==> config.mk <==
export PLATFORM = sky130hd
export DESIGN_NAME = rtob_top
export DESIGN_NICKNAME = d
export VERILOG_FILES = /design/src/rtob_pkg.sv /design/src/rtob_rst_sync.sv /design/src/rtob_top.sv
export SDC_FILE = /design/constraint.sdc
export NUM_CORES = 1
export LEC_CHECK = 0
export ABC_CLOCK_PERIOD_IN_PS = 1900
export CORE_ASPECT_RATIO = 1.1
export CORE_MARGIN = 3
export CORE_UTILIZATION = 62
export CTS_BUF_LIST = sky130_fd_sc_hd__clkbuf_8 sky130_fd_sc_hd__clkbuf_16
export DETAILED_ROUTE_END_ITERATION = 10
export DONT_BUFFER_PORTS = 1
export GPL_ROUTABILITY_DRIVEN = 0
export PLACE_DENSITY = 0.87
export SLEW_MARGIN = 20
export SYNTH_ARGS = -nofsm -noshare
export SYNTH_HDL_FRONTEND = slang
export SYNTH_HIERARCHICAL = 1
export SYNTH_SLANG_ARGS = --single-unit
==> constraint.sdc <==
create_clock -name ref_clk -period 1.9 [get_ports ref_clk]
set_input_delay 0.38 -clock ref_clk [delete_from_list [all_inputs] [get_ports ref_clk]]
set_output_delay 0.38 -clock ref_clk [all_outputs]
set_load 0.02 [all_outputs]
==> src/rtob_pkg.sv <==
// Purpose: Shared constants and carriers for the remote terminal option bits block
// Assumes: 32-bit Avalon-MM register bus, byte addresses, one word per register
// Notes:   Register map, field positions and reset values live here only
package rtob_pkg;

    // Register byte offsets
    localparam logic [3:0] CFG_OFS      = 4'h0;  // Option bits
    localparam logic [3:0] STAT_OFS     = 4'h4;  // Sticky event status, write one to clear
    localparam logic [3:0] MASK_OFS     = 4'h8;  // Interrupt mask, same layout as status
    localparam logic [3:0] STATE_OFS    = 4'hC;  // Read-only pointer and last id word

    // Option bit positions in the configuration word
    localparam int CFG_SUPPRESS_BIT     = 0;     // illegal_irq_suppress
    localparam int CFG_RESTRICT_BIT     = 1;     // pingpong_toggle_restrict
    localparam int CFG_UNUSED_BIT       = 2;     // Unused, reads zero
    localparam int CFG_SELECT_BIT       = 3;     // gap_or_broadcast_select
    localparam int CFG_W                = 4;     // Width of the option field
    localparam logic [CFG_W-1:0] CFG_RST = 4'h0; // Reset value of the options
    localparam logic [CFG_W-1:0] CFG_WMASK = 4'hB; // Writable option bits

    // Status and mask layout
    localparam int STAT_MSG_BIT         = 0;     // Enabled message interrupt
    localparam int STAT_TOGGLE_BIT      = 1;     // Pointer toggled
    localparam int STAT_MERR_BIT        = 2;     // Message ended in error
    localparam int STAT_W               = 3;     // Width of status and mask
    localparam logic [STAT_W-1:0] STAT_RST = 3'h0; // Reset value of status and mask

    // State word layout
    localparam int STATE_PTR_BIT        = 0;     // pingpong_buffer_pointer
    localparam int STATE_GOOD_BIT       = 1;     // Buffer with last good data
    localparam int STATE_ID_LSB         = 16;    // Last interrupt_id_word

    // interrupt_id_word layout
    localparam int IIW_W                = 16;    // Word width
    localparam int IIW_MERR_BIT         = 0;     // Message error
    localparam int IIW_ILL_BIT          = 1;     // Illegal message
    localparam int IIW_BCAST_BIT        = 2;     // Broadcast
    localparam int IIW_MSG_BIT          = 3;     // Message interrupt cause
    localparam int TTW_W                = 16;    // time_tag_word width

    localparam int DATA_W               = 32;    // Bus data width
    localparam int ADDR_W               = 4;     // Bus byte address width
    localparam int BE_W                 = 4;     // Byte enables

    // Result of one message from the protocol engine
    typedef struct packed {
        logic illegal;     // Command illegalized (incl. illegal word count)
        logic msg_error;   // Message ended in error
        logic busy;        // Answered with Busy status
        logic data_ok;     // Data transfer completed successfully
        logic broadcast;   // Broadcast command
        logic gap_error;   // Gap error seen
        logic pingpong;    // Subaddress uses ping-pong buffering
        logic irq_enabled; // Message interrupt enabled for this message
    } rtob_msg_t;

    // One interrupt log entry
    typedef struct packed {
        logic [IIW_W-1:0] id_word;   // interrupt_id_word
        logic [TTW_W-1:0] time_tag;  // time_tag_word
    } rtob_log_t;

endpackage

==> src/rtob_rst_sync.sv <==
// Purpose: Release an asynchronous active-low reset in step with the clock
// Assumes: resetn may fall at any time
// Notes:   Assertion is immediate, release takes two clock edges
`timescale 1ns/1ps
`default_nettype none
module rtob_rst_sync (
    input  wire logic ref_clk,   // Block clock
    input  wire logic resetn,    // Raw reset, active low
    output var  logic rst_n      // Synchronised reset, active low
);
    logic meta_reg;              // First stage, read only by second stage

    // Two-stage release, constants only under reset
    always_ff @(posedge ref_clk or negedge resetn) begin
        if (!resetn) begin
            meta_reg <= 1'b0;
            rst_n    <= 1'b0;
        end else begin
            meta_reg <= 1'b1;
            rst_n    <= meta_reg;
        end
    end
endmodule
`default_nettype wire

==> src/rtob_top.sv <==
// Purpose: Option bits shaping message result reporting of a remote terminal
// Assumes: Message engine gives one msg_end pulse per message with its result
// Notes:   Registers reached over Avalon-MM with waitrequest, one word each
// Functional notes
// RL1: Bit 13 gap error or broadcast, by select
// RL2: Unrestricted: no toggle on legal error messages
// RL3: Restricted: toggle only on successful transfers
// RL4: Inverted pointer marks last good buffer
// RL5: Suppress bit blocks irq for illegal messages
// RL6: Illegal word counts count as illegal too
// RL7: Log interrupts regardless of suppress bit
// RL8: Illegal message logs id, time; data untouched
// RL9: Id word shows broadcast, error, illegal
// RL10: Options reset zero, readable, unused bit zero
//
// The placing of the registers and the Avalon-MM slave port were decided locally.
`timescale 1ns/1ps
`default_nettype none
module rtob_top (
    input  wire logic                       ref_clk,          // 10 MHz clock
    input  wire logic                       resetn,           // Async reset, active low
    input  wire logic [rtob_pkg::ADDR_W-1:0] avs_address,     // Byte address
    input  wire logic                       avs_read,         // Read request
    input  wire logic                       avs_write,        // Write request
    input  wire logic [rtob_pkg::BE_W-1:0]  avs_byteenable,   // Byte lanes
    input  wire logic [rtob_pkg::DATA_W-1:0] avs_writedata,   // Write data
    output var  logic [rtob_pkg::DATA_W-1:0] avs_readdata,    // Read data
    output var  logic                       avs_waitrequest,  // Stall
    input  wire logic                       msg_end,          // Message finished pulse
    input  wire rtob_pkg::rtob_msg_t        msg,              // Message result
    input  wire logic [rtob_pkg::TTW_W-1:0] time_tag,         // Current time tag
    output var  logic                       info_valid,       // Info bit 13 ready pulse
    output var  logic                       info_word_bit13_flag, // Bit 13 of info word
    output var  logic                       pingpong_toggle,  // Pointer toggled pulse
    output var  logic                       pingpong_buffer_pointer, // Active buffer
    output var  logic                       good_buffer,      // Last good data buffer
    output var  logic                       data_wr_en,       // Data words may update
    output var  logic                       log_wr,           // Log entry write pulse
    output var  rtob_pkg::rtob_log_t        log_entry,        // Log entry contents
    output var  logic                       irq_n             // Host interrupt, active low
);
    import rtob_pkg::*;

    logic                 rst_n;          // Synchronised reset
    logic [CFG_W-1:0]     cfg_reg;        // Option bits
    logic [STAT_W-1:0]    stat_reg;       // Sticky events
    logic [STAT_W-1:0]    stat_next;      // Next status
    logic [STAT_W-1:0]    mask_reg;       // Interrupt mask
    logic [STAT_W-1:0]    set_vec;        // Events of this message
    logic                 ptr_reg;        // Ping-pong pointer
    logic [IIW_W-1:0]     last_id_reg;    // Last logged id word
    logic                 wr_go;          // Write completes this edge
    logic                 rd_go;          // Read answer latched this edge
    logic                 do_toggle;      // Toggle decision
    logic                 irq_block;      // Illegal message with suppress set
    logic [IIW_W-1:0]     id_word;        // Id word for this message
    logic [DATA_W-1:0]    rd_mux;         // Read data selection
    logic [DATA_W-1:0]    cfg_merged;     // Option word after lane merge
    logic [DATA_W-1:0]    mask_merged;    // Mask word after lane merge

    // Reset release
    rtob_rst_sync u_rst_sync (
        .ref_clk (ref_clk),
        .resetn  (resetn),
        .rst_n   (rst_n)
    );

    // Toggle decision for one message, per restrict option
    function automatic logic toggle_decide(input logic limit_on, input rtob_msg_t m);
        logic t;
        t = 1'b0;
        if (!m.pingpong) begin
            t = 1'b0;                                              // No ping-pong buffer
        end else if (limit_on) begin
            t = m.data_ok && !m.msg_error && !m.illegal && !m.busy;  // RL3
        end else begin
            t = m.illegal || m.busy || !m.msg_error;               // RL2
        end
        return t;
    endfunction

    // Build the id word, same layout for every logged message
    function automatic logic [IIW_W-1:0] make_id(input rtob_msg_t m);
        logic [IIW_W-1:0] w;
        w = '0;
        w[IIW_BCAST_BIT] = m.broadcast;   // RL9
        w[IIW_MERR_BIT]  = m.msg_error;   // RL9
        w[IIW_ILL_BIT]   = m.illegal;     // RL9
        w[IIW_MSG_BIT]   = m.irq_enabled;
        return w;
    endfunction

    // Byte lane merge for a write
    function automatic logic [DATA_W-1:0] lane_merge(input logic [DATA_W-1:0] old,
                                                     input logic [DATA_W-1:0] nw,
                                                     input logic [BE_W-1:0]   be);
        logic [DATA_W-1:0] r;
        r = old;
        for (int i = 0; i < BE_W; i++) begin
            if (be[i]) begin
                r[i*8 +: 8] = nw[i*8 +: 8];
            end
        end
        return r;
    endfunction

    assign do_toggle = msg_end && toggle_decide(cfg_reg[CFG_RESTRICT_BIT], msg);
    // Word count illegality arrives folded into msg.illegal, so it is caught here
    assign irq_block = cfg_reg[CFG_SUPPRESS_BIT] && msg.illegal;       // RL5 RL6
    assign id_word   = make_id(msg);
    assign wr_go     = avs_write && !avs_waitrequest;
    assign rd_go     = avs_read && avs_waitrequest;

    // Whole words merged per lane; each register keeps only its own field
    assign cfg_merged  = lane_merge({{(DATA_W-CFG_W){1'b0}}, cfg_reg}, avs_writedata,
                                    avs_byteenable);
    assign mask_merged = lane_merge({{(DATA_W-STAT_W){1'b0}}, mask_reg}, avs_writedata,
                                    avs_byteenable);

    // Bus handshake: one wait cycle, then the request completes
    // A fixed wait state keeps the read mux away from the completion edge
    always_ff @(posedge ref_clk or negedge rst_n) begin
        if (!rst_n) begin
            avs_waitrequest <= 1'b1;
        end else if ((avs_read || avs_write) && avs_waitrequest) begin
            avs_waitrequest <= 1'b0;     // Answer next edge
        end else begin
            avs_waitrequest <= 1'b1;     // Idle or request just finished
        end
    end

    // Read data selection; unmapped addresses read zero
    always_comb begin
        rd_mux = '0;
        case (avs_address)
            CFG_OFS: begin
                rd_mux[CFG_W-1:0] = cfg_reg & CFG_WMASK;   // RL10
            end
            STAT_OFS: begin
                rd_mux[STAT_W-1:0] = stat_reg;
            end
            MASK_OFS: begin
                rd_mux[STAT_W-1:0] = mask_reg;
            end
            STATE_OFS: begin
                rd_mux[STATE_PTR_BIT]  = ptr_reg;
                rd_mux[STATE_GOOD_BIT] = ~ptr_reg;
                rd_mux[STATE_ID_LSB +: IIW_W] = last_id_reg;
            end
            default: begin
                rd_mux = '0;
            end
        endcase
    end

    // Read data latched in the wait cycle, stands through completion
    // Latching one edge before the take edge lets the address move right after completion
    always_ff @(posedge ref_clk or negedge rst_n) begin
        if (!rst_n) begin
            avs_readdata <= '0;
        end else if (rd_go) begin
            avs_readdata <= rd_mux;
        end
    end

    // Option bits; unused bit never stored
    always_ff @(posedge ref_clk or negedge rst_n) begin
        if (!rst_n) begin
            cfg_reg <= CFG_RST;                                         // RL10
        end else if (wr_go && avs_address == CFG_OFS) begin
            cfg_reg <= cfg_merged[CFG_W-1:0] & CFG_WMASK;              // RL10
        end
    end

    // Mask register
    always_ff @(posedge ref_clk or negedge rst_n) begin
        if (!rst_n) begin
            mask_reg <= STAT_RST;
        end else if (wr_go && avs_address == MASK_OFS) begin
            mask_reg <= mask_merged[STAT_W-1:0];
        end
    end

    // Events of the current message; suppressed illegal ones raise nothing
    // Word count illegality is already part of msg.illegal
    always_comb begin
        set_vec = '0;
        if (msg_end && !irq_block) begin                               // RL5
            set_vec[STAT_MSG_BIT]    = msg.irq_enabled;
            set_vec[STAT_TOGGLE_BIT] = do_toggle;
            set_vec[STAT_MERR_BIT]   = msg.msg_error;
        end
    end

    // Status: write one clears, a new event in the same cycle wins
    // Clear looks at lane 0 only; the status field fits in one byte
    always_comb begin
        stat_next = stat_reg;
        if (wr_go && avs_address == STAT_OFS && avs_byteenable[0]) begin
            stat_next = stat_reg & ~avs_writedata[STAT_W-1:0];
        end
        stat_next = stat_next | set_vec;
    end

    always_ff @(posedge ref_clk or negedge rst_n) begin
        if (!rst_n) begin
            stat_reg <= STAT_RST;
        end else begin
            stat_reg <= stat_next;
        end
    end

    // Interrupt pin, low while an unmasked status bit is set
    // One cycle behind status, the price of a pin straight from a flop
    always_ff @(posedge ref_clk or negedge rst_n) begin
        if (!rst_n) begin
            irq_n <= 1'b1;
        end else begin
            irq_n <= ~|(stat_reg & mask_reg);                          // RL5
        end
    end

    // Info word bit 13 chosen per message
    // Flag keeps its value between messages
    always_ff @(posedge ref_clk or negedge rst_n) begin
        if (!rst_n) begin
            info_valid           <= 1'b0;
            info_word_bit13_flag <= 1'b0;
        end else begin
            info_valid <= msg_end;
            if (msg_end) begin
                info_word_bit13_flag <= cfg_reg[CFG_SELECT_BIT] ? msg.broadcast
                                                                : msg.gap_error;  // RL1
            end
        end
    end

    // Ping-pong pointer; outputs kept complementary
    // good_buffer takes the old pointer, the buffer just filled
    always_ff @(posedge ref_clk or negedge rst_n) begin
        if (!rst_n) begin
            ptr_reg                 <= 1'b0;
            pingpong_toggle         <= 1'b0;
            pingpong_buffer_pointer <= 1'b0;
            good_buffer             <= 1'b1;
        end else begin
            pingpong_toggle <= do_toggle;                              // RL2 RL3
            if (do_toggle) begin
                ptr_reg                 <= ~ptr_reg;
                pingpong_buffer_pointer <= ~ptr_reg;
                good_buffer             <= ptr_reg;                    // RL4
            end
        end
    end

    // Interrupt log write, independent of the suppress bit
    // Only id and time tag are written, so software still sees illegal commands
    always_ff @(posedge ref_clk or negedge rst_n) begin
        if (!rst_n) begin
            log_wr      <= 1'b0;
            log_entry   <= '0;
            last_id_reg <= '0;
        end else begin
            log_wr <= msg_end && (msg.irq_enabled || msg.illegal);    // RL7 RL8
            if (msg_end && (msg.irq_enabled || msg.illegal)) begin
                log_entry.id_word  <= id_word;                         // RL8 RL9
                log_entry.time_tag <= time_tag;                        // RL8
                last_id_reg        <= id_word;
            end
        end
    end

    // Data words only updated for legal messages
    // Illegal messages leave the data buffer locations untouched
    always_ff @(posedge ref_clk or negedge rst_n) begin
        if (!rst_n) begin
            data_wr_en <= 1'b0;
        end else begin
            data_wr_en <= msg_end && !msg.illegal;                     // RL8
        end
    end
endmodule
`default_nettype wire

# After elaboration in Yosys (flattened, before gate mapping)

Cells that the tools add are included.

Register bits after elaboration: 60
Input port bits: 69
Word-level logic and storage cells: 64

Eq/ne operators: 3
Multiplexer cells: 10
Bitwise gates (word level): 5
Reduce and logical (&&, ||, !) cells: 29

Operators with widths:

| cell                                                             | number |
|---|---|
| 1-bit logical AND                                                | 15 |
| 4-bit == test (second input constant)                            | 2 |
| 2-bit case mux with 4 select lines                               | 1 |
| 3-bit bitwise AND                                                | 2 |
| 1-bit logical NOT                                                | 6 |
| 3-bit two-way mux                                                | 2 |
| 1-bit two-way mux                                                | 5 |
| 4-bit by 3-bit == test with 1-bit output (second input constant) | 1 |
| 4-bit logical NOT                                                | 1 |
| 1-bit logical OR                                                 | 4 |
| 4-bit two-way mux                                                | 1 |
| 2-bit AND reduction                                              | 2 |
| 3-bit inverter                                                   | 1 |
| 3-bit bitwise OR                                                 | 1 |
| 3-bit OR reduction                                               | 1 |
| 1-bit case mux with 2 select lines                               | 1 |
| 1-bit inverter                                                   | 1 |

# Logic depth before layout (Yosys ltp)

Gate-level depths: netlist of the first run.

Word-level depth: 9
Gate-level depth with buffers: 4

# By module

Netlist of the first run, hierarchy kept.

By module, submodules not included:

| module        | instances | cells an instance | area an instance (um^2) |
|---|---|---|---|
| rtob_top      | 1         | 169               | 2143.3 |
| rtob_rst_sync | 1         | 3                 | 53.8 |

# Worst setup path after synthesis of the first run

OpenSTA, ideal clock, no wires.

Path type: input-to-reg
From: in msg[5] (netlist bit)
To: reg good_buffer
Setup time: 0.082 ns
Arrival: 1.381 ns
Data required time: 1.818 ns
Setup slack: 0.437 ns
Stages: 3
Cell sequence: or3b_4 a221oi_4 mux2_4

Cells in the longest elaborated chain, start to end: 5
Elaborated cells between the ends (all ways): 7

RTL lines:

| element                                                      | RTL line                       | text |
|---|---|---|
| from (decl)                                                  | rtob_top.sv:30                 | `input wire rtob_pkg::rtob_msg_t msg,` |
| 1-bit logical OR / 1-bit logical NOT (equally long branches) | rtob_top.sv:77, rtob_top.sv:75 |  |
| 1-bit logical OR / 1-bit logical AND (equally long branches) | rtob_top.sv:77, rtob_top.sv:75 |  |
| 1-bit two-way mux *                                          | rtob_top.sv:74                 | `end else if (limit_on) begin` |
| 1-bit two-way mux *                                          | rtob_top.sv:72                 | `if (!m.pingpong) begin` |
| 1-bit logical AND *                                          | rtob_top.sv:107                | `assign do_toggle = msg_end && toggle_decide(cfg_reg[CFG_RESTRICT_BIT], msg);` |
| net do_toggle                                                | rtob_top.sv:54                 | `logic do_toggle;` |
| to (signal assigned)                                         | rtob_top.sv:251                | `good_buffer <= ptr_reg;` |
| to (decl)                                                    | rtob_top.sv:36                 | `output var logic good_buffer,` |

Mark *: on every way through the listed nets, which the timed path passes. The rest lies on a longest branch.
A chain may end at the register's enable or synchronous reset.

# Worst setup path after layout of the first run

From: reg avs_waitrequest
To: reg cfg_reg[1]

Cells in the longest elaborated chain, start to end: 4

RTL lines:

| element                       | RTL line        | text |
|---|---|---|
| from (decl)                   | rtob_top.sv:28  | `output var logic avs_waitrequest,` |
| from (signal assigned)        | rtob_top.sv:124 | `avs_waitrequest <= 1'b1;` |
| from (signal assigned)        | rtob_top.sv:126 | `avs_waitrequest <= 1'b0;` |
| from (signal assigned)        | rtob_top.sv:128 | `avs_waitrequest <= 1'b1;` |
| 1-bit logical NOT             | rtob_top.sv:111 | `assign wr_go = avs_write && !avs_waitrequest;` |
| 1-bit logical AND             | rtob_top.sv:111 |  |
| 1-bit logical AND             | rtob_top.sv:170 | `end else if (wr_go && avs_address == CFG_OFS) begin` |
| 2-bit AND reduction (no line) | n/a             |  |
| to (signal assigned)          | rtob_top.sv:171 | `cfg_reg <= cfg_merged[CFG_W-1:0] & CFG_WMASK;` |
| to (decl)                     | rtob_top.sv:45  | `logic [CFG_W-1:0] cfg_reg;` |

Every way passes these cells.

==> impl_metrics.toml, run 1 <==
[die]
start_util_pct = 65.4
ios = 142
core_sq_mm = 0.00336
die_h_um = 68.4
design.die.area_sq_mm = 0.00429
fp.dieW_um = 62.8
row_count = 22

[critical_path]
criticalPathCategory = "reg2reg"
endpoint_kind = "flip-flop"
worst-r2r-cell-count = 3
cp_cell_sequence = "and4bb_2, nand2_1, mux2_2"
path_buf_inv = 0
reg2reg_to = "cfg_reg[1]"
max_stage_delay_ns = 0.63
worst-path-max-fanout = 6
worst_path_max_delay_cell = "dfstp_2"
worstPathArrival_ns = 1.73
required_ns = 2.09
timing.reg2reg.setup_slack_ns = 0.36
crit_path_start_kind = "flip-flop"
reg2reg_from = "avs_waitrequest"
cp_top_family = "flip-flops"

[sta]
slew_violations = 0
tns_ns = 0
fmax_mhz = 650
rsz0062_at_grt = "no"
finalCritPeriodShare_pct = 80.9
min_period_ns = 1.54
setup_ws_ns = 0.362
finalClockSkew_ns = 0.00651
setup-violations-final = 0
hold_viol = 0

[placement]
post-place-ws_ns = 0.390
portBuffers = 0
dp_hpwl_um = 3050

[logic_synthesis]
ys_ff_latch = 48
yosysUniqueCellTypes = 32
synth.avg_cell_area_sq_um = 12.8
synth.most_common_cell = "dfrtp_1"
netlist.top_cell.by_area = "dfrtp_1"
syn_inst = 172
synth_commonest_cells = "dfrtp_1, buf_4, mux2_2"
ys_async_sr_fraction_pct = 100
synth_edf_count = 0
synth.area.top_cells = "dfrtp_1, buf_4, mux2_2, dfstp_2, nand2_1"
synth_area_sq_mm = 0.00220
seq_area_frac_synth_pct = 54.8
yosysWarnings = 6
synth_flop_cell = "dfrtp_1"
netlist.area_leader.share_pct = 51.3

[grt]
grt_pass1_wl_um = 5980
grt_pass1_vias = 1238
grt_overflow = 0
antenna_found_initial = 0
grt_max_degree = 26
track_usage_pct = 18.7

[clock_tree]
clk_pin_slew_worst_paths_ns = 0.09
cts_sinks = 48
clock_path_buffers = 2
postCtsSetupRepairBufs = 0
htreeDepth = 2
cts_hold_buf = 1
numCtsBuffers = 5
post_cts_resized = 0
clk_latency_ns = 0.30
cts-root-buf = "clkbuf_8"
cts_tree = "done"

[drt]
vias = 1253
post_drt_wl_per_cell_um = 17.8
drt_first_iter_violations = 43
drtPass1Iterations = 4
post-route-drc-count = 0
drt_wl_total_um = 4030
vias_per_cell = 5.52
ant_nets = 0

[layout]
area_growth_pct = 0.911
largest_reg_flops = 16
multi_input_area_sq_um = 826
seqCellArea_sq_mm = 0.00121
drive_gt1_share_pct = 26.3
fillers = 266
antenna_cells = 0
fin_nets = 247

[pwr]
leakagePower_uw = 0.00102
vdd_drop_max_uv = 753
power_density_mw_per_mm2 = 1020
power_uw = 2260

[min_path]
worst_hold_path.num_cells = 0
min_to = "info_valid"
hold_path_startpoint = "msg_end"
hold_path.class = "in2reg"

[outcome]
status = "finished clean"

[run]
cap_viol_max_count = 0
## cells in the final DEF (no fill, tap or decap), types with 2 or more instances in the layout
master    synthesis  routed
nand4_1           3       3
a221o_1           2       2
inv_1             1       2
buf_4            36       3
clkbuf_8          0       5
and4bb_2          3       3
mux2_2           24      24
dfrtp_1          45      44
mux2i_1           2       2
a22o_1            5       5
nand2_1          14      14
o21ai_0           4       4
a32o_1            4       4
nor2_1            4       4
conb_1            2      37
nor2b_1           2       2
dfstp_2           3       3
nand3b_1          2       2
## layout make-up
cell class                      instances  share of cell area [%]
Clock buffer                            5                    3.10
Clock inverter                          3                   0.903
Inverter                                1                   0.169
Multi-Input combinational cell        118                    37.2
Sequential cell                        48                    54.4
Tap cell                               48                    2.71
Timing Repair Buffer                    4                    1.47
## worst max path at each step
stage	startpoint	end	slack, ns	cells past startpoint
after CTS	avs_waitrequest	cfg_reg[1]	0.37	3
final	avs_waitrequest	cfg_reg[1]	0.36	3
after floorplan	msg[5]	good_buffer	0.44	3
after global routing	avs_waitrequest	cfg_reg[3]	0.32	3
after detailed placement	msg[5]	good_buffer	0.39	3
after global placement	avs_waitrequest	cfg_reg[1]	0.39	3
## cells by family after synthesis
kind of cell | count (synthesis) | synth area share, %
xor+xnor | 1 | 0.399
compound gates | 20 | 8.37
flops | 48 | 54.8
simple gates | 33 | 8.60
other cells | 2 | 0.342
buf+inv | 41 | 13.6
mux | 27 | 13.9
## worst register-to-register path: stages (launching register included)
cell and delay [ns]:
dfstp_2 0.63, and4bb_2 0.30, nand2_1 0.15, mux2_2 0.35
## layer usage
metal / vias up / share of wire [%] / track usage, %
met3: 7 / 9.8 / 6.08
met2: 90 / 50 / 32.1
li1: 542 / - / -
met1: 614 / 39 / 21.1
met5: - / 0 / 0
met4: 0 / 1.4 / 9.92
## where the power goes
group	switching [uW]	internal, uW	leakage (uW)	total [uW]
registers	248	1160	0.000577	1410
logic	142	125	0.000401	267
clock network	333	257	0.0000455	589
## stage by stage
step,hold slack [ns],util (%),cells,area (sq um)
after floorplan,0.0844,-,207,2330
after global placement,0.0845,63.1,218,2120
after detailed placement,0.0844,63.1,218,2120
after CTS,0.0911,66.0,227,2220
after global routing,0.0822,66.0,227,2220
final,0.105,66.0,227,2220
Note: power is estimated with default switching activity, not from simulation.
==> run 2, diff against run 1 <==
--- a/config.mk
+++ b/config.mk
@@ -5,7 +5,7 @@
 export SDC_FILE = /design/constraint.sdc
 export NUM_CORES = 1
 export LEC_CHECK = 0
-export ABC_CLOCK_PERIOD_IN_PS = 1900
+export ABC_CLOCK_PERIOD_IN_PS = 1540
 export CORE_ASPECT_RATIO = 1.1
 export CORE_MARGIN = 3
 export CORE_UTILIZATION = 62
==> constraint.sdc (replaced) <==
create_clock -name ref_clk -period 1.54 [get_ports ref_clk]
set_input_delay 0.308 -clock ref_clk [delete_from_list [all_inputs] [get_ports ref_clk]]
set_output_delay 0.308 -clock ref_clk [all_outputs]
set_load 0.02 [all_outputs]
==> impl_metrics.toml, run 2 (synthesized netlist as in run 1, its figures left out) <==
[critical_path]
worst-path-max-fanout = 6
crit_path_start_kind = "flip-flop"
required_ns = 1.73
reg2reg_from = "avs_waitrequest"
endpoint_kind = "flip-flop"
startpoint = "avs_waitrequest"
worstPathArrival_ns = 1.66
criticalPathCategory = "reg2reg"

[drt]
vias = 1257
met2WireLength_um = 2010
wl_met3_um = 462
m1WireLength_um = 1450
vias_per_cell = 5.47
drt_first_iter_violations = 33
post_drt_wl_per_cell_um = 17.3
post-route-drc-count = 0
dr.max_layer_used = "met4"
ant_nets = 0
drt_wl_total_um = 3990
drtPass1Iterations = 4

[clock_tree]
clock_path_buffers = 2
clk_pin_slew_worst_paths_ns = 0.09
postCtsSetupRepairBufs = 0
cts_tree = "done"
cts_sinks = 48
htreeDepth = 2
post_cts_resized = 0
cts_hold_buf = 1
clk_latency_ns = 0.30
numCtsBuffers = 5
cts-root-buf = "clkbuf_8"

[layout]
fin_nets = 250
area_growth_pct = 4.73
largest_reg_flops = 16
instances_no_fill = 230
fillers = 246
layout_common_cells = "dfrtp_1, conb_1, mux2_2"
fin_area_sq_mm = 0.00230
final_common_cell = "dfrtp_1"
drive_gt1_share_pct = 28.0
antenna_cells = 0

[die]
fp.dieW_um = 62.8
start_util_pct = 65.4
ios = 142
row_count = 22
core_sq_mm = 0.00336
design.die.area_sq_mm = 0.00429
die_h_um = 68.4

[placement]
dp_hpwl_um = 3170
place_inst = 221
portBuffers = 0
placed_area_sq_mm = 0.00215

[run]
cap_viol_max_count = 0

[grt]
grt_max_degree = 26
grt_pass1_vias = 1240
grt_overflow = 0
track_usage_pct = 18.9
grt_pass1_wl_um = 6100
antenna_found_initial = 0

[pwr]
power_density_mw_per_mm2 = 1370
leakagePower_uw = 0.00107
vdd_drop_max_uv = 1260

[sta]
fmax_mhz = 681
hold_viol = 0
min_period_ns = 1.47
rsz0062_at_grt = "no"
finalCritPeriodShare_pct = 95.3
slew_violations = 0
setup-violations-final = 0
finalClockSkew_ns = 0.00332
tns_ns = 0

[min_path]
hold_path_startpoint = "msg_end"
hold_path.class = "in2reg"

[outcome]
status = "finished clean"
run 2: final timing paths:
path | cells after the start | slack (ns) | to
max | 3 | 0.07 | cfg_reg[1]
min reg2reg | 0 | 0.23 | log_entry[9]
min | 0 | 0.03 | info_valid
max reg2reg | 3 | 0.07 | cfg_reg[1]
min in group asynchronous | 0 | 0.23 | log_entry[9]
max in group asynchronous | 1 | 0.82 | cfg_reg[3]
run 2: stage by stage:
step                util (%)  setup WS [ns]  total power [uW]  hold slack [ns]
floorplan                  -          0.110              2080           0.0124
global placement        64.1          0.121              2070           0.0125
detailed placement      64.1         0.0844              2100           0.0124
CTS                     68.5         0.0761              3170           0.0244
global route            68.5         0.0220              3280          0.00757
finish                  68.5         0.0722              3150           0.0301
run 2: area by class of cell:
cell class              instances  area, sq um  share of cell area (%)
clock buffers                   5         68.8                    2.99
clock inverters                 3         68.8                    2.99
inverters                       1         3.75                   0.163
multi-input cells             118          826                    35.9
flip-flops and latches         48         1210                    52.4
well taps                      48         60.1                    2.61
repair buffers                  7         67.6                    2.94
run 2: per-layer routing:
layer  vias to the layer above  global-route usage, %
met5                         -                      0
met4                         0                   6.61
met3                         9                   7.72
met2                        88                   33.0
met1                       615                   21.3
li1                        545                      -
run 2: critical path: stages, from the launching register on:
cell	delay [ns]
dfstp_2	0.58
and4bb_2	0.29
nand2_1	0.14
mux2_2	0.35
run 2: where the power goes:
group / internal, uW / switching, uW
Sequential: 1430 / 302
Combinational: 164 / 183
Clock: 653 / 416
